==> src/frsc_pkg.sv <==
// Package for the fault response configuration bank
// Assumes 16-bit registers reached over a plain strobe port
package frsc_pkg;
    // Register indices (chosen word offsets)
    localparam logic [3:0] ADDR_RESP = 4'h0;
    localparam logic [3:0] ADDR_SUPPLY = 4'h1;
    localparam logic [3:0] ADDR_STATUS = 4'h2;
    // Reset values
    localparam logic [15:0] RESP_RST = 16'hc008;
    localparam logic [15:0] SUPPLY_RST = 16'h0000;
    // Fault response register field positions
    localparam int WARN_BIT = 15;
    localparam int SPARE_HI_BIT = 14;
    localparam int SC_LSB = 12;
    localparam int REG_BIT = 11;
    localparam int RSVD_BIT = 10;
    localparam int OC_LSB = 8;
    localparam int PS_LSB = 6;
    localparam int GM_LSB = 2;
    localparam int LINK_LSB = 0;
    // Supply register field positions
    localparam int PUV_LSB = 14;
    localparam int POV_LSB = 12;
    localparam int NUV_LSB = 10;
    localparam int NOV_LSB = 8;
    localparam int TRIM_LSB = 6;
    localparam int CFGC_LSB = 4;
    localparam int CLAMP_LSB = 2;
    localparam int CLK_LSB = 0;
    // Response codes
    localparam logic [1:0] RESP_LOW = 2'h0;
    localparam logic [1:0] RESP_HIGH = 2'h1;
    localparam logic [1:0] RESP_HIZ = 2'h2;
    localparam logic [1:0] RESP_NONE = 2'h3;
    // Clamp hold base time and cycles at 25 MHz
    localparam int CLK_NS = 40;
    localparam int CLAMP_STEP_NS = 100;
    localparam int CLAMP_STEP_CYC = CLAMP_STEP_NS / CLK_NS;
endpackage

==> src/frsc_bank.sv <==
// Fault response configuration bank: two config registers and a status word
// Assumes a synchronous strobe master on CLK; fault inputs come from pins
`timescale 1ns/1ps
`default_nettype none
module frsc_bank
(
    // Clock and reset
    input wire logic CLK,
    input wire logic ARST_N,
    // Register port
    input wire logic [3:0] ADDR,
    input wire logic [15:0] WDATA,
    input wire logic WR,
    input wire logic RD,
    output logic [15:0] RDATA,
    // Fault inputs from the detectors (asynchronous)
    input wire logic [11:0] FAULT_IN,
    input wire logic OVERTEMP_IN,
    input wire logic CRC_CLEAR,
    // Gate outputs (pull pair and hi-z) and status
    output logic PULL_HIGH,
    output logic PULL_LOW,
    output logic GATE_HIZ,
    output logic OVERTEMP_WARN,
    output logic CONFIG_CRC_FAULT_FLAG,
    output logic CLAMP_ACTIVE
);
    logic [15:0] resp_r;
    logic [15:0] supply_r;
    logic [11:0] flt_meta_r;
    logic [11:0] flt_r;
    logic [1:0] ot_sync_r;
    logic [1:0] clr_sync_r;
    logic crc_flag_r;
    logic [15:0] rdata_r;
    logic ph_r;
    logic pl_r;
    logic hz_r;
    logic warn_r;
    logic clamp_r;
    logic clamp_prev_r;
    logic [3:0] clamp_cnt_r;
    logic [1:0] code [0:11];
    logic want_hi;
    logic want_lo;
    logic want_hz;
    logic [3:0] clamp_len;

    // Field extraction shared by both registers
    function automatic logic [1:0] fld(input logic [15:0] r, input int lsb);
        fld = r[lsb +: 2];
    endfunction

    // Register writes; spare bits just store
    always_ff @(posedge CLK or negedge ARST_N)
    begin
        if (!ARST_N)
        begin
            resp_r <= frsc_pkg::RESP_RST;
            supply_r <= frsc_pkg::SUPPLY_RST;
        end
        else if (WR && ADDR == frsc_pkg::ADDR_RESP)
            resp_r <= WDATA;
        else if (WR && ADDR == frsc_pkg::ADDR_SUPPLY)
            supply_r <= WDATA;
    end

    // CRC fault flag: any write of one to the reserved bit sets it, set wins over clear
    always_ff @(posedge CLK or negedge ARST_N)
    begin
        if (!ARST_N)
            crc_flag_r <= 1'b0;
        else if (WR && ADDR == frsc_pkg::ADDR_RESP && WDATA[frsc_pkg::RSVD_BIT])
            crc_flag_r <= 1'b1;
        else if (clr_sync_r[1])
            crc_flag_r <= 1'b0;
    end

    // Two-stage synchronisers for pin inputs
    always_ff @(posedge CLK or negedge ARST_N)
    begin
        if (!ARST_N)
        begin
            flt_meta_r <= '0;
            flt_r <= '0;
            ot_sync_r <= '0;
            clr_sync_r <= '0;
        end
        else
        begin
            flt_meta_r <= FAULT_IN;
            flt_r <= flt_meta_r;
            ot_sync_r <= {ot_sync_r[0], OVERTEMP_IN};
            clr_sync_r <= {clr_sync_r[0], CRC_CLEAR};
        end
    end

    // Per-fault response codes; fault 1 is the regulator single bit
    always_comb
    begin
        code[0] = fld(resp_r, frsc_pkg::SC_LSB);
        code[1] = resp_r[frsc_pkg::REG_BIT] ? frsc_pkg::RESP_NONE
                                           : frsc_pkg::RESP_LOW;
        code[2] = fld(resp_r, frsc_pkg::OC_LSB);
        code[3] = fld(resp_r, frsc_pkg::PS_LSB);
        code[4] = fld(resp_r, frsc_pkg::GM_LSB);
        code[5] = fld(resp_r, frsc_pkg::LINK_LSB);
        code[6] = fld(supply_r, frsc_pkg::PUV_LSB);
        code[7] = fld(supply_r, frsc_pkg::POV_LSB);
        code[8] = fld(supply_r, frsc_pkg::NUV_LSB);
        code[9] = fld(supply_r, frsc_pkg::NOV_LSB);
        code[10] = fld(supply_r, frsc_pkg::TRIM_LSB);
        code[11] = fld(supply_r, frsc_pkg::CLK_LSB);
    end

    // Combine active faults: low beats high beats hi-z; code 2 only meaningful for gate monitor
    always_comb
    begin
        want_hi = 1'b0;
        want_lo = 1'b0;
        want_hz = 1'b0;
        for (int i = 0; i < 12; i++)
        begin
            if (flt_r[i])
            begin
                case (code[i])
                    frsc_pkg::RESP_LOW: want_lo = 1'b1;
                    frsc_pkg::RESP_HIGH: want_hi = 1'b1;
                    frsc_pkg::RESP_HIZ: want_hz = (i == 4) ? 1'b1 : want_hz;
                    default: want_lo = want_lo;
                endcase
            end
        end
        if (crc_flag_r && fld(supply_r, frsc_pkg::CFGC_LSB) == frsc_pkg::RESP_LOW)
            want_lo = 1'b1;
        else if (crc_flag_r && fld(supply_r, frsc_pkg::CFGC_LSB) == frsc_pkg::RESP_HIGH)
            want_hi = 1'b1;
    end

    // Gate output state registers
    always_ff @(posedge CLK or negedge ARST_N)
    begin
        if (!ARST_N)
        begin
            pl_r <= 1'b0;
            ph_r <= 1'b0;
            hz_r <= 1'b0;
        end
        else
        begin
            pl_r <= want_lo;
            ph_r <= want_hi && !want_lo;
            hz_r <= want_hz && !want_lo && !want_hi;
        end
    end

    // Overtemperature warning gated by enable bit
    always_ff @(posedge CLK or negedge ARST_N)
    begin
        if (!ARST_N)
            warn_r <= 1'b0;
        else
            warn_r <= ot_sync_r[1] && resp_r[frsc_pkg::WARN_BIT];
    end

    // Clamp hold length: (code+1) steps of 2 cycles, 80 ns at 25 MHz
    assign clamp_len = 4'((fld(supply_r, frsc_pkg::CLAMP_LSB) + 3'h1)
                          * frsc_pkg::CLAMP_STEP_CYC);

    // Clamp hold timer started when a pull-low response begins
    always_ff @(posedge CLK or negedge ARST_N)
    begin
        if (!ARST_N)
        begin
            clamp_prev_r <= 1'b0;
            clamp_cnt_r <= 4'h0;
            clamp_r <= 1'b0;
        end
        else
        begin
            clamp_prev_r <= want_lo;
            if (want_lo && !clamp_prev_r)
            begin
                clamp_cnt_r <= clamp_len;
                clamp_r <= 1'b1;
            end
            else if (clamp_cnt_r > 4'h1)
                clamp_cnt_r <= clamp_cnt_r - 4'h1;
            else
            begin
                clamp_cnt_r <= 4'h0;
                clamp_r <= 1'b0;
            end
        end
    end

    // Read data, valid in the cycle after the read strobe
    always_ff @(posedge CLK or negedge ARST_N)
    begin
        if (!ARST_N)
            rdata_r <= 16'h0000;
        else if (RD)
        begin
            case (ADDR)
                frsc_pkg::ADDR_RESP: rdata_r <= resp_r;
                frsc_pkg::ADDR_SUPPLY: rdata_r <= supply_r;
                frsc_pkg::ADDR_STATUS: rdata_r <= {10'h000, clamp_r, crc_flag_r,
                                                  warn_r, hz_r, ph_r, pl_r};
                default: rdata_r <= 16'h0000;
            endcase
        end
        else
            rdata_r <= 16'h0000;
    end

    assign RDATA = rdata_r;
    assign PULL_HIGH = ph_r;
    assign PULL_LOW = pl_r;
    assign GATE_HIZ = hz_r;
    assign OVERTEMP_WARN = warn_r;
    assign CONFIG_CRC_FAULT_FLAG = crc_flag_r;
    assign CLAMP_ACTIVE = clamp_r;
endmodule
`default_nettype wire

==> config.mk <==
export PLATFORM = sky130hd
export DESIGN_NAME = frsc_bank
export DESIGN_NICKNAME = d
export VERILOG_FILES = /design/src/frsc_pkg.sv /design/src/frsc_bank.sv
export SDC_FILE = /design/constraint.sdc
export NUM_CORES = 1
export LEC_CHECK = 0
export ABC_AREA = 1
export BUFFER_PORTS_ARGS = -buffer_cell sky130_fd_sc_hd__buf_2
export CORE_ASPECT_RATIO = 0.75
export CORE_UTILIZATION = 50
export CTS_BUF_LIST = sky130_fd_sc_hd__clkbuf_4 sky130_fd_sc_hd__clkbuf_8 sky130_fd_sc_hd__clkbuf_16
export DETAILED_ROUTE_END_ITERATION = 12
export PLACE_DENSITY = 0.75
export RECOVER_POWER = 25
export SLEW_MARGIN = 25
export SYNTH_ARGS = -nofsm -noshare
export SYNTH_HDL_FRONTEND = slang
export SYNTH_SLANG_ARGS = --single-unit
==> constraint.sdc <==
create_clock -name CLK -period 1.33 [get_ports CLK]
set_clock_uncertainty 0.1 [all_clocks]
set_input_delay 0.133 -clock CLK [delete_from_list [all_inputs] [get_ports CLK]]
set_output_delay 0.133 -clock CLK [all_outputs]
set_load 0.03 [all_outputs]
==> results by group, run 1 <==
Placed design
  – Routability congestion estimate: 0.836
  – DP Area: 0.00412 mm^2
  – Post-DP HPWL: 5400 um
  – PortBufs: around 60

Detailed routing
  – Routed vias: around 2800
  – Final WL: 7960 um
  – Avg WL per Cell: 14.2 um
  – Final ANT Viol Nets: 0
  – TritonRoute pass-1 iters: 5
  – Vias per cell: 4.91
  – Starting DRT DRC Count: 157
  – Drt drc: 0

STA
  – Final setup vio count: 2
  – Unrepaired setup endpoints after global routing: yes
  – Fmax: 0.740 GHz
  – Final min period: 1.35 ns
  – Final Hold Viols: 0
  – Worst rel slew slack: 0.535
  – Slew at the pin closest to its max-slew limit: 0.698 ns
  – Setup ws final: -0.0215 ns
  – Fin. max-slew vios: 0
  – Crit share post-route: 1.02
  – WHS: approximately 0.058 ns

Cells and area
  – Fin nets: 515
  – Most frequent cells in the layout: nand2_1, dfrtp_1, buf_2
  – Commonest non-fill, non-tap cell in the layout: nand2_1
  – ANT cells: 0
  – Cell area after layout: around 0.0048 mm^2
  – Layout cells sized above 1: 0.368
  – Synth-to-layout area growth: 35.9%

Critical path
  – Crit Path Max Fanout: 3
  – Crit end category: register
  – Critical path cell sequence: inv_2 -> nand3_2 -> nand2_1 -> nor3_2 -> nand2_1 -> nor3_2
  – Critical Path Start Type: register
  – Worst path max stage delay: 0.57 ns
  – CP Class: reg2reg
  – CP required: 1.51 ns
  – Arr. time, crit path: 1.53 ns
  – Slowest CP cell: dfstp_2

GRT
  – First-pass GRT wire length: 12900 um
  – GRT Total Usage: 0.235
  – GRT overflow: 0
  – Number of global-route vias before repair: 2692
  – Largest net degree at the start of global routing: 35
  – Antenna violations before repair: 0

Floorplanning
  – I/O Pins: 60
  – Cell Rows: 26
  – Die footprint: 0.00744 mm^2
  – Starting density of the core: 0.519
  – Die Ht: about 75 um
  – Die Span X: 99.3 um
  – Core Region: just under 0.007 mm^2

Clock tree
  – Root Buffer: clkbuf_8
  – CTS tree: yes
  – Worst skew pair latency: 0.36 ns
  – Clock transition at the registers of the reported paths: 0.08 ns
  – Clk buf depth: 2
  – Clock Sinks: 86
  – Cts bufs inserted: 9
  – H-tree Lvls: 3

Logic synthesis
  – Synth warn: 0
  – Post-synthesis cell type count: 30
  – Post-synth EDFFs: 0
  – Gate count of the mapped netlist: 345
  – Synthesized area per cell: 10.3 um^2
  – Top FF cell, synth: dfrtp_1
  – Syn Nets: 386
  – Synth Cell Area: 0.00355 mm^2
  – Fraction of registers with async set/reset: 1.00
  – Seq/Total Area, Yosys: 0.608
  – #FFs+latches synth: 86

Power and ir drop
  – PwrDens: 1420 mW/mm^2
  – P_int: between 4 and 5 mW
  – Sw power: ~2.1 mW
  – Max VDD drop: between 0.0007 and 0.0008 V
  – Sequential power share: 0.466
  – Leak: 2.50 nW
  – Clock network power share: 0.294
  – Net Sw Frac: 0.299
  – Power share of the combinational group: 0.240

Outcome
  – Violated checks: negative setup slack
  – Status: finished with violations

Flow run
  – Maximum Capacitance Violations: 0

Hold path
  – Hold Crit Class: in2reg
## per-layer routing
layer | part of all wire | GRT usage
met1 | 0.46 | 0.307
met3 | 0.045 | 0.0613
met2 | 0.49 | 0.391
met4 | 0.0075 | 0.0817
met5 | 0 | 0
## flip-flops by register name, summed over array words and instances (netlist names)
name	flops
ot_sync_r	2
CLAMP_ACTIVE	1
PULL_HIGH	1
clamp_prev_r	1
clr_sync_r	2
CONFIG_CRC_FAULT_FLAG	1
flt_r	12
RDATA	16
GATE_HIZ	1
OVERTEMP_WARN	1
clamp_cnt_r	4
resp_r	16
supply_r	16
flt_meta_r	12
## final cells by class
type / instances / area (um^2)
Tap cell: 84 / 105
Clock inverter: 5 / 83.8
Sequential cell: 86 / 2160
Fill cell: 523 / 2010
Timing Repair Buffer: 126 / 953
Inverter: 54 / 206
Multi-Input combinational cell: 197 / 1180
Clock buffer: 10 / 138
## power by group through the flow
stage | Clock [mW] | Sequential [mW] | Combinational [mW]
finish | 2.02 | 3.20 | 1.65
global route | 2.15 | 3.24 | 1.84
CTS | 2.05 | 3.19 | 1.57
detailed placement | 0 | 3.24 | 1.31
global placement | 0 | 3.22 | 1.26
floorplan | 0 | 3.25 | 0.818
## through the flow
stage | power (mW) | TNS, ns | cells | setup WS [ns] | utilization
after global routing | 7.23 | -0.448 | 562 | -0.117 | 0.706
after floorplan | 4.07 | 0 | 345 | 0.0120 | -
final | 6.87 | -0.0287 | 562 | -0.0215 | 0.706
after detailed placement | 4.56 | -0.360 | 503 | -0.113 | 0.603
after global placement | 4.48 | -0.172 | 503 | -0.108 | 0.603
after CTS | 6.81 | -0.0314 | 559 | -0.0203 | 0.699
## worst max-delay path, delay by kind of cell, from the launching register on
family	cells	cell delay (ns)
buf+inv	1	0.05
flops	1	0.57
simple gates	5	0.56
## worst paths after layout
kind / start / endpoint / slack [ns] / depth (start not counted)
max reg2reg: resp_r[3]$_DFFE_PN1P_ / GATE_HIZ$_DFF_PN0_ / -0.02 / 6
max in group asynchronous: ARST_N / resp_r[14]$_DFFE_PN1P_ / 0.20 / 3
min reg2reg: flt_meta_r[2]$_DFF_PN0_ / flt_r[2]$_DFF_PN0_ / 0.25 / 0
min: WR / resp_r[10]$_DFFE_PN0P_ / 0.06 / 3
min in group asynchronous: ARST_N / flt_r[3]$_DFF_PN0_ / 0.25 / 2
max: resp_r[3]$_DFFE_PN1P_ / GATE_HIZ$_DFF_PN0_ / -0.02 / 6
## what timing repair did
item | in CTS | in global routing
endpoints found under the hold margin | 137 | 0
endpoints found under the setup margin | 7 | 7
pin swaps | 11 | 2
hold buffers | 32 | 0
gates resized for setup | 16 | 6
setup buffers | 9 | 3
gates cloned | 0 | 0
## cells by family after synthesis
group / Yosys count / synth area share
AND/OR/NAND/NOR: 136 / 0.180
flip-flops: 86 / 0.608
buffers and inverters: 62 / 0.0814
AO/OA/AOI/OAI: 56 / 0.116
adder cells (fa/ha/maj): 3 / 0.0106
XOR/XNOR: 2 / 0.00494
## cell usage after synthesis (2+ instances only)
library cell	number	area, um^2
nand3_4	3	52.6
o21ai_0	7	35.0
o21ai_2	30	263
dfstp_2	3	78.8
nand3b_1	2	15.0
buf_6	6	67.6
nor2_1	8	30.0
nor2_2	2	12.5
a21oi_1	12	60.1
inv_1	48	180
buf_4	2	15.0
nand2_4	3	33.8
inv_2	3	11.3
o211ai_1	2	15.0
nand3_1	26	130
o221ai_1	2	17.5
nand2_1	86	323
dfrtp_1	83	2080
nor3_1	4	20.0
ha_1	3	37.5
(Power assumes the default switching activity.)
==> run 2, diff against run 1 <==
- RECOVER_POWER: 25 -> unset
==> run 2 against run 1 <==
  * The flow still finishes with violations (negative setup slack)
  * Sequential power is essentially flat
  * Total power is essentially flat
  * Sequential share of layout area is essentially flat
  * Worst setup slack is essentially flat
  * First-iteration DRC count is the same
  * Worst hold slack is essentially flat
  * Clock power is essentially flat
  * Routed wire length is essentially flat
  * Die area is the same
  * Global-route usage is the same
  * Highest routed layer unchanged
==> results by group, run 2 (same netlist as run 1, synthesis figures left out) <==
GRT
  – Global routing met1 resource utilization: 0.307
  – Gr busiest metal: met2
  – Met3 usage: 0.0613
  – GRT overflow: 0
  – Largest net degree at the start of global routing: 35
  – First-pass GRT wire length: 12900 um
  – Grt met2 use: 0.391
  – Antenna violations before repair: 0
  – Number of global-route vias before repair: 2692
  – GRT Total Usage: 0.235

Critical path
  – Reg-to-Reg End: GATE_HIZ$_DFF_PN0_
  – Critical Path Start Type: register
  – CP top delay family: flip-flops
  – Crit path buffers/inverters: 1
  – Crit Path Max Fanout: 3
  – CP required: 1.51 ns
  – Worst path max stage delay: 0.57 ns
  – Crit end category: register
  – Worst-case reg-to-reg path depth: 6
  – Critical path cell sequence: inv_2 -> nand3_2 -> nand2_1 -> nor3_2 -> nand2_1 -> nor3_2
  – Slowest CP cell: dfstp_2
  – CP Class: reg2reg
  – Arr. time, crit path: 1.53 ns
  – FF-to-FF Start: resp_r[3]$_DFFE_PN1P_
  – R2r setup slk: -0.02 ns

Placed design
  – PortBufs: 59
  – Post-DP HPWL: approximately 5400 um
  – Routability congestion estimate: 0.836
  – DP Area: 0.00412 mm^2

Cells and area
  – Cell area after layout: between 0.004 and 0.005 mm^2
  – Fillers: 522
  – Layout cells sized above 1: 0.368
  – ANT cells: 0
  – Commonest non-fill, non-tap cell in the layout: nand2_1
  – Synth-to-layout area growth: 36.0%
  – Most frequent cells in the layout: nand2_1, dfrtp_1, buf_2
  – Fin nets: 515

STA
  – Final setup vio count: 2
  – Unrepaired setup endpoints after global routing: yes
  – Fmax: 0.740 GHz
  – Final min period: 1.35 ns
  – Crit share post-route: 1.02
  – Fin. max-slew vios: 0
  – Final Hold Viols: 0
  – Slew at the pin closest to its max-slew limit: around 0.36 ns
  – Setup ws final: -0.0215 ns
  – Worst rel slew slack: 0.761

Detailed routing
  – Starting DRT DRC Count: 157
  – TritonRoute pass-1 iters: 4
  – Vias per cell: 4.90
  – Final ANT Viol Nets: 0
  – Final WL: 7970 um
  – Routed vias: 2756
  – Drt drc: 0
  – Avg WL per Cell: 14.2 um

Outcome
  – Status: finished with violations
  – Violated checks: negative setup slack

Clock tree
  – Cts bufs inserted: 9
  – CTS tree: yes
  – Worst skew pair latency: 0.36 ns
  – Root Buffer: clkbuf_8
  – Clock Sinks: 86
  – Clk buf depth: 2
  – Clock transition at the registers of the reported paths: 0.08 ns
  – H-tree Lvls: 3

Floorplanning
  – Starting density of the core: 0.519
  – I/O Pins: 60
  – Die footprint: 0.00744 mm^2
  – Core Region: 0.00683 mm^2
  – Cell Rows: 26
  – Die Ht: 75.0 um
  – Die Span X: 99.3 um

Hold path
  – Worst Hold End: resp_r[10]$_DFFE_PN0P_
  – Worst hold stages: 3
  – Hold Crit Start: WR
  – Hold Crit Class: in2reg

Power and ir drop
  – PwrDens: 1420 mW/mm^2
  – Leak: about 2.5 nW
  – Max VDD drop: around 0.00077 V
  – Pwr Total: 6.87 mW

Flow run
  – Maximum Capacitance Violations: 0
[run 2: cell count changes in the layout (fill, tap and decap cells not counted)]
cell and change:
clkbuf_2 -1, buf_4 +1
[run 2: routing by layer]
layer	part of all wire	routed length, um
met5	0	0
met4	0.0075	60
met3	0.046	370
met2	0.49	3900
met1	0.46	3630
[run 2: final cells by class]
type	count	area [um^2]	area share
clock buffer	10	138	0.0285
clock inverter	5	83.8	0.0174
inverter	54	206	0.0428
multi-input combinational	197	1180	0.245
sequential	86	2160	0.447
tap	84	105	0.0218
timing repair buffer	126	956	0.198
[run 2: worst max-delay path by stage]
| stage | depth (start not counted) | start | endpoint |
|---|---|---|---|
| 6_report | 6 | resp_r[3]$_DFFE_PN1P_ | GATE_HIZ$_DFF_PN0_ |
| 5_1_grt | 6 | resp_r[3]$_DFFE_PN1P_ | GATE_HIZ$_DFF_PN0_ |
| 4_1_cts | 6 | resp_r[3]$_DFFE_PN1P_ | GATE_HIZ$_DFF_PN0_ |
| 3_5_place_dp | 6 | resp_r[3]$_DFFE_PN1P_ | GATE_HIZ$_DFF_PN0_ |
| 3_3_place_gp | 6 | resp_r[3]$_DFFE_PN1P_ | GATE_HIZ$_DFF_PN0_ |
| 2_1_floorplan | 6 | CONFIG_CRC_FAULT_FLAG$_DFFE_PN0P_ | clamp_cnt_r[1]$_DFF_PN0_ |
[run 2: report_power, final]
| group | switching, mW | total, mW | internal, mW | leakage [nW] |
|---|---|---|---|---|
| logic | 0.894 | 1.65 | 0.759 | 1.32 |
| clock network | 0.917 | 2.02 | 1.10 | 0.105 |
| registers | 0.242 | 3.20 | 2.96 | 1.07 |
[run 2: tightest hold or removal path: cells and delay by family]
kind                   cells  cell delay [ns]
AND/OR/NAND/NOR            2             0.19
buffers and inverters      1             0.15
[run 2: stage by stage]
| step | util | std cells | TNS [ns] | setup WS (ns) | hold slack, ns |
|---|---|---|---|---|---|
| floorplan | - | 345 | 0 | 0.0120 | -0.263 |
| global placement | 0.603 | 503 | -0.172 | -0.108 | -0.0339 |
| detailed placement | 0.603 | 503 | -0.360 | -0.113 | -0.0308 |
| CTS | 0.699 | 559 | -0.0314 | -0.0203 | 0.0427 |
| global route | 0.706 | 562 | -0.448 | -0.117 | 0.0644 |
| finish | 0.706 | 562 | -0.0288 | -0.0215 | 0.0577 |
[run 2: what timing repair did]
item                       4_1_cts  5_1_grt
hold endpoints to repair       137        0
setup buffers                    9        3
gates resized for setup         16        6
setup endpoints to repair        7        7
pin swaps                       11        2
hold buffers                    32        0
